===== config.mk =====
export PLATFORM = sky130hd
export DESIGN_NAME = pwm_fault_dither_capture
export DESIGN_NICKNAME = d
export VERILOG_FILES = /design/src/pkg/pwm_pkg.sv /design/src/pkg/pwm_cap_if.sv /design/src/logic/pwm_capture.sv /design/src/logic/pwm_fault_dither_capture.sv
export SDC_FILE = /design/constraint.sdc
export NUM_CORES = 1
export LEC_CHECK = 0
export ABC_AREA = 1
export BUFFER_PORTS_ARGS = -buffer_cell sky130_fd_sc_hd__buf_2
export CAP_MARGIN = 20
export CORE_MARGIN = 10
export CORE_UTILIZATION = 50
export CTS_CLUSTER_SIZE = 40
export DETAILED_ROUTE_END_ITERATION = 10
export GPL_TIMING_DRIVEN = 0
export PLACE_DENSITY = 0.78
export SETUP_SLACK_MARGIN = 0.4
export SLEW_MARGIN = 20
export SYNTH_ARGS = -nofsm -noshare
export SYNTH_HDL_FRONTEND = slang
export SYNTH_SLANG_ARGS = --single-unit

===== constraint.sdc =====
create_clock -name clk -period 13.25 [get_ports clk]
set_input_delay 2.65 -clock clk [delete_from_list [all_inputs] [get_ports clk]]
set_output_delay 2.65 -clock clk [all_outputs]
set_load 0.05 [all_outputs]

===== src/pkg/pwm_pkg.sv =====
// Constants, codes and phase type shared by the PWM fault, dither and capture logic.
// Assumes one 10 MHz clock and event inputs that arrive asynchronously on pins.
// Behaviour
// - Mode 0 leaves outputs and counter alone; captures still work.
// - Mode 1 ends own on time, waits; release resumes at other dead time.
// - Mode 2 ends on time, runs other cycle, waits; resumes own dead time.
// - Mode 3 finishes on time, repeats other cycle while input active.
// - Mode 4 forces both outputs off while active; counter untouched.
// - Mode 5 affects both outputs; only dead times run while active.
// - Mode 6 ends on time and waits; release restarts at other dead time.
// - Mode 7 stops outputs and counter until restart; restart begins at dead time.
// - Mode 7 stays stopped until restart; input still high stops it again.
// - Mode 8 edge in own on time ends it, continues with other dead time.
// - Mode 9 edge in own on time blanks output for rest of on time.
// - Mode 10 blanks output while active and to end of interrupted on time.
// - Dither accumulates fraction per cycle; overflow adds one cycle to each placed state.
// - Placement selects on time B, on times A+B, dead B, dead A+B.
// - Added cycles: one-ramp 1,1,0,0; two-ramp 1,2,0,0; four-ramp 1,2,1,2; none dual.
// - Placements adding nothing shorten the following state by the same amount.
// - One-ramp dead B overflow lengthens dead B and shortens on time B.
// - Two capture units snapshot the counter on event or software strobe.
// - Low byte read first freezes high byte so the pair is coherent.
// - Capture-on-event enable bit set makes that input's events capture.
// - Each completed capture sets its trigger flag; enable raises interrupt.
// - Software capture strobe starts capture; command ready high means valid.
package pwm_pkg;
    localparam int CNT_W = 16;
    localparam int DIT_W = 8;
    localparam int SYNC_STAGES = 2;
    localparam int CAP_LAT = 2;
    localparam logic [3:0] IM_NONE = 4'h0;
    localparam logic [3:0] IM_JUMP_WAIT = 4'h1;
    localparam logic [3:0] IM_EXEC_WAIT = 4'h2;
    localparam logic [3:0] IM_EXEC_REP = 4'h3;
    localparam logic [3:0] IM_STOP_ALL = 4'h4;
    localparam logic [3:0] IM_DEAD_ONLY = 4'h5;
    localparam logic [3:0] IM_JUMP_ALL = 4'h6;
    localparam logic [3:0] IM_SW_WAIT = 4'h7;
    localparam logic [3:0] IM_EDGE_JUMP = 4'h8;
    localparam logic [3:0] IM_EDGE_BLANK = 4'h9;
    localparam logic [3:0] IM_LEVEL_BLANK = 4'ha;
    localparam logic [1:0] WG_ONE = 2'h0;
    localparam logic [1:0] WG_TWO = 2'h1;
    localparam logic [1:0] WG_FOUR = 2'h2;
    localparam logic [1:0] WG_DUAL = 2'h3;
    localparam logic [1:0] DP_OTB = 2'h0;
    localparam logic [1:0] DP_OTAB = 2'h1;
    localparam logic [1:0] DP_DTB = 2'h2;
    localparam logic [1:0] DP_DTAB = 2'h3;
    localparam logic [CNT_W-1:0] RST_CNT = 16'h0000;
    localparam logic [DIT_W-1:0] RST_ACC = 8'h00;
    localparam logic [7:0] RST_BYTE = 8'h00;
    typedef enum logic [1:0] {PH_DTA, PH_OTA, PH_DTB, PH_OTB} pwm_phase_e;
endpackage


===== src/pkg/pwm_cap_if.sv =====
// Carrier between the PWM core and one capture unit.
// Assumes both ends run on the same clock.
`timescale 1ns/1ps
interface pwm_cap_if;
    import pwm_pkg::*;
    logic trig;
    logic rd_low;
    logic clr;
    logic [CNT_W-1:0] value;
    logic [7:0] low;
    logic [7:0] high;
    logic flag;
    logic busy;
    modport core (output trig, rd_low, clr, value, input low, high, flag, busy);
    modport unit (input trig, rd_low, clr, value, output low, high, flag, busy);
endinterface


===== src/logic/pwm_capture.sv =====
// One counter capture unit: snapshot, transfer delay, flag and coherent byte pair.
// Assumes the trigger is a one-cycle pulse on the same clock.
`timescale 1ns/1ps
module pwm_capture
(
    input wire logic clk,
    input wire logic rst_n,
    pwm_cap_if.unit cap
);
    import pwm_pkg::*;
    logic [CNT_W-1:0] snap_ff;
    logic [CNT_W-1:0] val_ff;
    logic [CAP_LAT-1:0] pipe_ff;
    logic flag_ff;
    logic [7:0] high_ff;
    logic done;

    assign done = pipe_ff[CAP_LAT-1];
    assign cap.busy = |pipe_ff;
    assign cap.flag = flag_ff;
    assign cap.low = val_ff[7:0];
    assign cap.high = high_ff;

    // Triggers during a transfer are ignored
    always_ff @(posedge clk or negedge rst_n)
    begin
        if (!rst_n)
        begin
            pipe_ff <= '0;
            snap_ff <= RST_CNT;
        end
        else
        begin
            pipe_ff <= {pipe_ff[CAP_LAT-2:0], cap.trig & ~cap.busy};
            if (cap.trig && !cap.busy)
                snap_ff <= cap.value;
        end
    end

    always_ff @(posedge clk or negedge rst_n)
    begin
        if (!rst_n)
            val_ff <= RST_CNT;
        else if (done)
            val_ff <= snap_ff;
    end

    // Set wins over clear
    always_ff @(posedge clk or negedge rst_n)
    begin
        if (!rst_n)
            flag_ff <= 1'b0;
        else if (done)
            flag_ff <= 1'b1;
        else if (cap.clr)
            flag_ff <= 1'b0;
    end

    always_ff @(posedge clk or negedge rst_n)
    begin
        if (!rst_n)
            high_ff <= RST_BYTE;
        else if (cap.rd_low)
            high_ff <= val_ff[15:8];
    end

    // Flag and value land on the edge after done, one past the transfer delay
    cap_flag_a: assert property (@(posedge clk) disable iff (!rst_n)
        (cap.trig && !cap.busy) |-> ##3 flag_ff && val_ff == $past(cap.value, 3))
        else $error("capture did not complete in time");
    cap_pair_a: assert property (@(posedge clk) disable iff (!rst_n)
        cap.rd_low |=> high_ff == $past(val_ff[15:8]))
        else $error("high byte not frozen by low read");
    cov_cap: cover property (@(posedge clk) disable iff (!rst_n) done && cap.clr);
endmodule // pwm_capture


===== src/logic/pwm_fault_dither_capture.sv =====
// PWM phase sequencer with input fault modes, dither and two capture units.
// Assumes event pins are asynchronous and control ports are static or single-cycle.
`timescale 1ns/1ps
module pwm_fault_dither_capture
(
    input wire logic clk,
    input wire logic rst_n,
    input wire logic event_a_pin,
    input wire logic event_b_pin,
    input wire logic [3:0] input_mode_select_a,
    input wire logic [3:0] input_mode_select_b,
    input wire logic [1:0] wave_gen,
    input wire logic [pwm_pkg::CNT_W-1:0] dead_a_len,
    input wire logic [pwm_pkg::CNT_W-1:0] on_a_len,
    input wire logic [pwm_pkg::CNT_W-1:0] dead_b_len,
    input wire logic [pwm_pkg::CNT_W-1:0] on_b_len,
    input wire logic [1:0] dither_placement,
    input wire logic [pwm_pkg::DIT_W-1:0] dither_step,
    input wire logic [1:0] capture_on_event,
    input wire logic [1:0] software_capture_strobe,
    input wire logic restart_cmd,
    input wire logic [1:0] trigger_clear,
    input wire logic [1:0] trigger_irq_enable,
    input wire logic [1:0] capture_low_read,
    output logic wave_out_a,
    output logic wave_out_b,
    output logic command_ready,
    output logic trigger_flag_a,
    output logic trigger_flag_b,
    output logic trigger_irq,
    output logic [7:0] capture_a_low,
    output logic [7:0] capture_a_high,
    output logic [7:0] capture_b_low,
    output logic [7:0] capture_b_high
);
    import pwm_pkg::*;

    // ****************************************************************
    // Input synchronisers and edge detect
    // ****************************************************************
    logic [1:0] pin;
    logic [1:0] sync1_ff;
    logic [1:0] act;
    logic [1:0] act_q_ff;
    logic [1:0] rise;
    logic [3:0] mode [2];
    assign pin = {event_b_pin, event_a_pin};
    assign mode[0] = input_mode_select_a;
    assign mode[1] = input_mode_select_b;

    genvar g;
    generate
        for (g = 0; g < 2; g++)
        begin : g_sync
            logic sync2_ff;
            always_ff @(posedge clk or negedge rst_n)
            begin
                if (!rst_n)
                begin
                    sync1_ff[g] <= 1'b0;
                    sync2_ff <= 1'b0;
                    act_q_ff[g] <= 1'b0;
                end
                else
                begin
                    sync1_ff[g] <= pin[g];
                    sync2_ff <= sync1_ff[g];
                    act_q_ff[g] <= sync2_ff;
                end
            end
            assign act[g] = sync2_ff;
            assign rise[g] = sync2_ff & ~act_q_ff[g];
        end
    endgenerate

    // ****************************************************************
    // Phase sequencer state
    // ****************************************************************
    pwm_phase_e phase_ff, nxt_phase;
    logic [CNT_W-1:0] cnt_ff, nxt_cnt;
    logic wait_ff, nxt_wait;
    logic halt_ff;
    logic [1:0] pend_ff, nxt_pend;
    logic [1:0] blk_ff;
    logic [DIT_W-1:0] acc_ff;
    logic dpend_ff;
    logic wave_a_ff;
    logic wave_b_ff;

    // Mode classes per input; codes above 10 fall in no class
    logic [1:0] own_hold, all_off, all_act, six_act, stop7;
    always_comb
    begin
        for (int i = 0; i < 2; i++)
        begin
            own_hold[i] = act[i] && (mode[i] == IM_JUMP_WAIT || mode[i] == IM_EXEC_WAIT);
            all_act[i] = act[i] && (mode[i] == IM_DEAD_ONLY || mode[i] == IM_JUMP_ALL);
            six_act[i] = act[i] && mode[i] == IM_JUMP_ALL;
            stop7[i] = act[i] && mode[i] == IM_SW_WAIT;
            all_off[i] = all_act[i] || stop7[i] || (act[i] && mode[i] == IM_STOP_ALL);
        end
    end

    // ****************************************************************
    // Dither lengths
    // ****************************************************************
    logic dp, dead_sel, comp_a, comp_b;
    logic [3:0] ext, cut;
    logic [CNT_W:0] len_cur;
    logic [CNT_W-1:0] base;
    assign dp = dpend_ff && wave_gen != WG_DUAL;
    assign dead_sel = dither_placement == DP_DTB || dither_placement == DP_DTAB;
    assign comp_a = wave_gen == WG_ONE || (wave_gen == WG_TWO && dead_sel);
    assign comp_b = dead_sel && wave_gen != WG_FOUR;
    always_comb
    begin
        ext[PH_DTA] = dp && dither_placement == DP_DTAB;
        ext[PH_OTA] = dp && dither_placement == DP_OTAB;
        ext[PH_DTB] = dp && dead_sel;
        ext[PH_OTB] = dp && !dead_sel;
        cut[PH_DTA] = 1'b0;
        cut[PH_OTA] = ext[PH_DTA] && comp_a;
        cut[PH_DTB] = ext[PH_OTA] && comp_a;
        cut[PH_OTB] = ext[PH_DTB] && comp_b;
        case (phase_ff)
            PH_DTA: base = dead_a_len;
            PH_OTA: base = on_a_len;
            PH_DTB: base = dead_b_len;
            default: base = on_b_len;
        endcase
        len_cur = {1'b0, base} + {{CNT_W{1'b0}}, ext[phase_ff]} - {{CNT_W{1'b0}}, cut[phase_ff]};
        if (len_cur == '0)
            len_cur = {{CNT_W{1'b0}}, 1'b1};
    end

    // ****************************************************************
    // Next phase
    // ****************************************************************
    logic end_ph, hold, in_ot;
    assign end_ph = {1'b0, cnt_ff} >= len_cur - 1'b1;
    assign hold = (|own_hold) || (|six_act);
    assign in_ot = phase_ff[0];
    always_comb
    begin
        nxt_phase = phase_ff;
        nxt_cnt = cnt_ff + 1'b1;
        nxt_wait = wait_ff && hold;
        nxt_pend = pend_ff;
        if (wait_ff)
            nxt_cnt = cnt_ff;
        else
        begin
            if (end_ph)
            begin
                nxt_phase = pwm_phase_e'(phase_ff + 2'd1);
                nxt_cnt = RST_CNT;
                for (int i = 0; i < 2; i++)
                begin
                    if (phase_ff == pwm_phase_e'({~i[0], 1'b1}))
                    begin
                        if (act[i] && mode[i] == IM_EXEC_REP)
                            nxt_phase = pwm_phase_e'({~i[0], 1'b0});
                        if (pend_ff[i])
                        begin
                            nxt_wait = act[i];
                            nxt_pend[i] = 1'b0;
                        end
                    end
                end
                if (!in_ot && (|all_act))
                begin
                    nxt_phase = pwm_phase_e'({~phase_ff[1], 1'b0});
                    nxt_wait = |six_act;
                end
            end
            if (in_ot && (|all_act))
            begin
                nxt_phase = pwm_phase_e'({~phase_ff[1], 1'b0});
                nxt_cnt = RST_CNT;
                nxt_wait = |six_act;
            end
            for (int i = 1; i >= 0; i--)
            begin
                if (phase_ff[1] == i[0] && mode[i] != IM_NONE)
                begin
                    if (own_hold[i] && mode[i] == IM_JUMP_WAIT)
                    begin
                        nxt_phase = pwm_phase_e'({~i[0], 1'b0});
                        nxt_cnt = RST_CNT;
                        nxt_wait = 1'b1;
                    end
                    if (own_hold[i] && mode[i] == IM_EXEC_WAIT && !pend_ff[i])
                    begin
                        nxt_phase = pwm_phase_e'({~i[0], 1'b0});
                        nxt_cnt = RST_CNT;
                        nxt_pend[i] = 1'b1;
                    end
                    if (rise[i] && in_ot && mode[i] == IM_EDGE_JUMP)
                    begin
                        nxt_phase = pwm_phase_e'({~i[0], 1'b0});
                        nxt_cnt = RST_CNT;
                    end
                end
            end
        end
    end

    always_ff @(posedge clk or negedge rst_n)
    begin
        if (!rst_n)
        begin
            phase_ff <= PH_DTA;
            cnt_ff <= RST_CNT;
            wait_ff <= 1'b0;
            pend_ff <= '0;
        end
        else if (halt_ff)
        begin
            if (restart_cmd)
            begin
                phase_ff <= PH_DTA;
                cnt_ff <= RST_CNT;
                wait_ff <= 1'b0;
                pend_ff <= '0;
            end
        end
        else
        begin
            phase_ff <= nxt_phase;
            cnt_ff <= nxt_cnt;
            wait_ff <= nxt_wait;
            pend_ff <= nxt_pend;
        end
    end

    // Stop on software-wait event; only restart leaves
    always_ff @(posedge clk or negedge rst_n)
    begin
        if (!rst_n)
            halt_ff <= 1'b0;
        else if (|stop7)
            halt_ff <= 1'b1;
        else if (restart_cmd)
            halt_ff <= 1'b0;
    end

    // ****************************************************************
    // Dither accumulator
    // ****************************************************************
    logic [DIT_W:0] acc_sum;
    assign acc_sum = {1'b0, acc_ff} + {1'b0, dither_step};
    always_ff @(posedge clk or negedge rst_n)
    begin
        if (!rst_n)
        begin
            acc_ff <= RST_ACC;
            dpend_ff <= 1'b0;
        end
        else if (!halt_ff && !wait_ff && end_ph && phase_ff == PH_OTB && nxt_phase == PH_DTA)
        begin
            acc_ff <= acc_sum[DIT_W-1:0];
            dpend_ff <= acc_sum[DIT_W];
        end
    end

    // ****************************************************************
    // Output blanking
    // ****************************************************************
    logic [1:0] own_ot, off;
    generate
        for (g = 0; g < 2; g++)
        begin : g_blank
            assign own_ot[g] = phase_ff == pwm_phase_e'({1'(g), 1'b1});
            always_ff @(posedge clk or negedge rst_n)
            begin
                if (!rst_n)
                    blk_ff[g] <= 1'b0;
                else if (own_ot[g] && rise[g] && mode[g] == IM_EDGE_BLANK)
                    blk_ff[g] <= 1'b1;
                else if (own_ot[g] && act[g] && mode[g] == IM_LEVEL_BLANK)
                    blk_ff[g] <= 1'b1;
                else if (!own_ot[g])
                    blk_ff[g] <= 1'b0;
            end
            assign off[g] = halt_ff || wait_ff || (|all_off) || blk_ff[g] || own_hold[g]
                || (act[g] && mode[g] == IM_LEVEL_BLANK);
        end
    endgenerate

    always_ff @(posedge clk or negedge rst_n)
    begin
        if (!rst_n)
        begin
            wave_a_ff <= 1'b0;
            wave_b_ff <= 1'b0;
        end
        else
        begin
            wave_a_ff <= own_ot[0] && !off[0];
            wave_b_ff <= own_ot[1] && !off[1];
        end
    end
    assign wave_out_a = wave_a_ff;
    assign wave_out_b = wave_b_ff;

    // ****************************************************************
    // Capture units
    // ****************************************************************
    pwm_cap_if cap_a ();
    pwm_cap_if cap_b ();
    assign cap_a.trig = software_capture_strobe[0] | (capture_on_event[0] & rise[0]);
    assign cap_b.trig = software_capture_strobe[1] | (capture_on_event[1] & rise[1]);
    assign cap_a.value = cnt_ff;
    assign cap_b.value = cnt_ff;
    assign cap_a.rd_low = capture_low_read[0];
    assign cap_b.rd_low = capture_low_read[1];
    assign cap_a.clr = trigger_clear[0];
    assign cap_b.clr = trigger_clear[1];
    pwm_capture u_cap_a (.clk(clk), .rst_n(rst_n), .cap(cap_a.unit));
    pwm_capture u_cap_b (.clk(clk), .rst_n(rst_n), .cap(cap_b.unit));
    assign command_ready = !cap_a.busy && !cap_b.busy;
    assign trigger_flag_a = cap_a.flag;
    assign trigger_flag_b = cap_b.flag;
    assign trigger_irq = |({cap_b.flag, cap_a.flag} & trigger_irq_enable);
    assign capture_a_low = cap_a.low;
    assign capture_a_high = cap_a.high;
    assign capture_b_low = cap_b.low;
    assign capture_b_high = cap_b.high;

    // ****************************************************************
    // Checks
    // ****************************************************************
    mode0_quiet_a: assert property (@(posedge clk) disable iff (!rst_n)
        (mode[0] == IM_NONE && mode[1] == IM_NONE && !halt_ff && !wait_ff)
        |=> wave_a_ff == $past(phase_ff == PH_OTA && !blk_ff[0]))
        else $error("mode 0 changed output a");
    mode1_jump_a: assert property (@(posedge clk) disable iff (!rst_n)
        (!halt_ff && !wait_ff && mode[1] == IM_NONE && own_hold[0] && mode[0] == IM_JUMP_WAIT
        && phase_ff[1] == 1'b0) |=> phase_ff == PH_DTB && wait_ff && cnt_ff == '0)
        else $error("mode 1 did not jump to dead time b");
    stop_all_a: assert property (@(posedge clk) disable iff (!rst_n)
        (act[0] && mode[0] == IM_STOP_ALL) |=> !wave_a_ff && !wave_b_ff)
        else $error("mode 4 left an output on");
    halt_hold_a: assert property (@(posedge clk) disable iff (!rst_n)
        (halt_ff && !restart_cmd) |=> $stable(cnt_ff) && $stable(phase_ff) && halt_ff)
        else $error("counter moved while stopped");
    restart_dta_a: assert property (@(posedge clk) disable iff (!rst_n)
        (halt_ff && restart_cmd) |=> phase_ff == PH_DTA && cnt_ff == '0)
        else $error("restart did not begin at dead time a");
    edge_blank_a: assert property (@(posedge clk) disable iff (!rst_n)
        (own_ot[0] && rise[0] && mode[0] == IM_EDGE_BLANK) |=> blk_ff[0])
        else $error("mode 9 edge not blanked");
    level_blank_a: assert property (@(posedge clk) disable iff (!rst_n)
        (act[1] && mode[1] == IM_LEVEL_BLANK) |=> !wave_b_ff)
        else $error("mode 10 output b on while active");
    dither_add_a: assert property (@(posedge clk) disable iff (!rst_n)
        (wave_gen == WG_DUAL) |-> ext == 4'h0)
        else $error("dither applied in dual slope");
    cov_wait: cover property (@(posedge clk) disable iff (!rst_n) wait_ff ##1 !wait_ff);
    cov_halt: cover property (@(posedge clk) disable iff (!rst_n) halt_ff && restart_cmd);
    cov_dith: cover property (@(posedge clk) disable iff (!rst_n) dp && phase_ff == PH_OTB);
endmodule // pwm_fault_dither_capture


==> results by group <==
Clock network
  – Post CTS Setup Buffer Count: 0
  – CTS max path bufs: 2
  – Root buf cell: clkbuf_16
  – Sink count of the clock tree: 127
  – H-tree depth: 4
  – CTS tree: yes
  – Hold_buf cts: 0
  – Clk pin slew, worst setup/hold paths: 60 ps
  – Post-CTS sizing: 0
  – Clock Latency Late Sink: 420 ps
  – Num CTS Buffers: 17

Routing
  – Via density: 5.20
  – Drt total wl: 21000 µm
  – Pre-antenna DRT Iters: 7
  – Initial DRC Count: 501
  – Vias: 7511
  – Routed len/inst: 14.5 µm
  – DRC viols: 0
  – DRT antenna net count: 0

STA
  – Crit path time final: 8110 ps
  – Finish-stage setup viols: 0
  – Final critical-path share of the clock period: 0.612
  – Slew Limit Fails: 0
  – Worst slew pin tran: 579 ps
  – Fmax: 0.123 GHz
  – Hold Vio Cnt, Final: 0
  – Clock Skew: 7.69 ps
  – RSZ-0062 raised after global routing: no
  – TNS Setup: 0 ps
  – Slew headroom: 0.614
  – WHS: 346 ps

Floorplan
  – Die H: 148 µm
  – Num ports: 137
  – Initial Util: 0.514
  – Row cnt: 46
  – Die area: 22000 µm²
  – Core area: 16000 µm²
  – Die width: 148 µm

GRT
  – Met2 Use GR: 0.320
  – Grt met3 use: 0.0452
  – Initial antenna violation count: 0
  – Pin count of the biggest net entering global routing: 81
  – GRT Util Overall: 0.192
  – GRT met1 Usage: 0.242
  – Most Used Layer, Global Route: met2
  – Vias in the first global route: 7475
  – First-pass GRT wire length: 35400 µm
  – Grt ovf: 0

Setup path
  – Crit-path slowest cell: fa_1
  – R2R Path End: acc_ff[6]
  – Worst EP arrival: 8420 ps
  – FF-to-FF path depth: 42
  – Cell mode on critical path: nand2_1
  – Critical path class: in2reg
  – Worst r2r src: phase_ff[1]
  – Critical path required time: 13560 ps
  – R2R setup slack: 6060 ps
  – CP max stage delay: 430 ps
  – Critical path endpoint category: flip-flop
  – Startpoint Class: input port
  – Crit-path max FO: 10

Synthesis
  – Syn Std Cell Area: 8220 µm²
  – Ys async rst share: 1.00
  – Synthesized area per cell: 7.74 µm²
  – #FFs+latches synth: 127
  – Distinct cells, synth: 49
  – Synth Flop Type: dfrtp_1
  – Net Count, Synth: 1210
  – Number of flops mapped to enable cells by yosys: 0
  – Sequential area share after synthesis: 0.386
  – Mapped Cells: 1062
  – YS warnings: 0

Worst hold path
  – HP Class: reg2reg
  – Worst Hold Launch: sync1_ff[0]
  – Endpoint, Worst Hold: g_sync[0].sync2_ff
  – Hold-critical path depth: 0

Place
  – GPL Wtd Cong: 0.901
  – Detail Placement HPWL: 16300 µm
  – Port Buf Inserts: 134
  – Placed insts: 1413

Layout
  – Synth-to-Final Area Change: 19.5%
  – Post-layout util: 0.614
  – Final antenna diode count: 0
  – # nets final: 1364
  – Post-route insts no fill: 1444
  – Layout fillers: 1455
  – Share of cells above drive strength 1: 0.200

Run
  – Max-cap viol count: 0

Run status
  – Status: finished clean
synthesized netlist by cell type, types with 5 or more instances:
| cell type | instances | area share |
|---|---|---|
| a22o_1 | 16 | 0.017 |
| inv_1 | 149 | 0.068 |
| nand3_2 | 5 | 0.0061 |
| nor4_1 | 5 | 0.0038 |
| ha_1 | 47 | 0.072 |
| xor2_1 | 25 | 0.027 |
| nor2_2 | 5 | 0.0038 |
| o22ai_1 | 32 | 0.024 |
| clkbuf_1 | 25 | 0.011 |
| dfrtp_1 | 127 | 0.39 |
| nand3_1 | 46 | 0.028 |
| a21oi_1 | 45 | 0.027 |
| buf_4 | 17 | 0.016 |
| nor2_1 | 75 | 0.034 |
| nand4_1 | 14 | 0.011 |
| mux2_2 | 16 | 0.022 |
| nor3_1 | 16 | 0.0097 |
| nand2_1 | 258 | 0.12 |
| nand2_2 | 16 | 0.012 |
| o21ai_0 | 65 | 0.040 |
| a31oi_1 | 5 | 0.0038 |
flip-flops by register name, indices dropped and copies added (netlist names), 2 cells and up:
signal / count
blk_ff: 2
u_cap_b.snap_ff: 16
act_q_ff: 2
phase_ff: 2
u_cap_a.snap_ff: 16
u_cap_b.val_ff: 16
u_cap_a.val_ff: 16
u_cap_a.pipe_ff: 2
pend_ff: 2
acc_ff: 8
g_sync.sync2_ff: 2
u_cap_b.pipe_ff: 2
u_cap_b.cap.high: 8
cap_a.value: 16
u_cap_a.cap.high: 8
sync1_ff: 2
worst max path at each step:
stage	startpoint	endpoint	slack, ps	cells after the start
after global placement	dither_placement[1]	acc_ff[6]	4780	42
after global routing	wave_gen[1]	acc_ff[6]	4520	40
after floorplan	wave_gen[1]	acc_ff[1]	5730	38
final	dither_placement[1]	acc_ff[6]	5140	42
after CTS	dither_placement[1]	acc_ff[6]	5170	42
after detailed placement	dither_placement[1]	acc_ff[6]	4760	42
cell usage in the layout (no fill, tap or decap), types with 5 or more instances in the layout:
| cell | synthesis | final |
|---|---|---|
| clkbuf_16 | 0 | 17 |
| dfrtp_1 | 127 | 127 |
| clkbuf_1 | 25 | 25 |
| o22ai_1 | 32 | 32 |
| nor4_1 | 5 | 5 |
| o21ai_0 | 65 | 65 |
| ha_1 | 47 | 47 |
| nand3_1 | 46 | 46 |
| nand2_2 | 16 | 16 |
| a21oi_1 | 45 | 45 |
| xor2_1 | 25 | 25 |
| buf_2 | 1 | 134 |
| a31oi_1 | 5 | 5 |
| buf_4 | 17 | 17 |
| nand2_1 | 258 | 258 |
| nand4_1 | 14 | 14 |
| a22o_1 | 16 | 16 |
| mux2_2 | 16 | 16 |
| nand3_2 | 5 | 5 |
| nor3_1 | 16 | 16 |
| nor2_2 | 5 | 5 |
| inv_1 | 149 | 149 |
| nor2_1 | 75 | 75 |
routing by layer:
metal / part of all wire / up-vias
li1: - / 3768
met1: 0.45 / 3486
met5: 0 / -
met3: 0.059 / 33
met4: 0.020 / 0
met2: 0.47 / 224
layout make-up:
type / count / area, µm² / area share
plain buffers: 45 / 234 / 0.0238
clock buffers: 17 / 425 / 0.0433
clock inverters: 14 / 205 / 0.0209
inverters: 153 / 574 / 0.0584
multi-input cells: 737 / 4240 / 0.431
flip-flops and latches: 127 / 3180 / 0.323
well taps: 216 / 270 / 0.0275
repair buffers: 135 / 704 / 0.0717
worst max-delay path: cells and delay by family:
kind | cells | cell delay, ps
simple gates | 25 | 2680
fa+ha+maj | 5 | 1320
compound gates | 5 | 980
buf+inv | 5 | 440
xor+xnor | 2 | 330
kinds of logic after synthesis:
logic type	after synthesis	share of synthesized area
AOI/OAI and AO/OA	180	0.129
xor gates and xnor gates	31	0.0348
adders and majority gates	49	0.0764
buffers and inverters	198	0.0983
DFF	127	0.386
muxes	16	0.0219
and+or+nand+nor	461	0.253
stage by stage:
stage | instance area, µm² | setup slack (ps)
2_1_floorplan | 8220 | 5730
3_3_place_gp | 9160 | 4780
3_5_place_dp | 9200 | 4760
4_1_cts | 9830 | 5170
5_1_grt | 9830 | 4520
6_report | 9830 | 5140
Power is not shown: default switching activity piles up to over one toggle a cycle in this logic, so the estimate is an artifact.
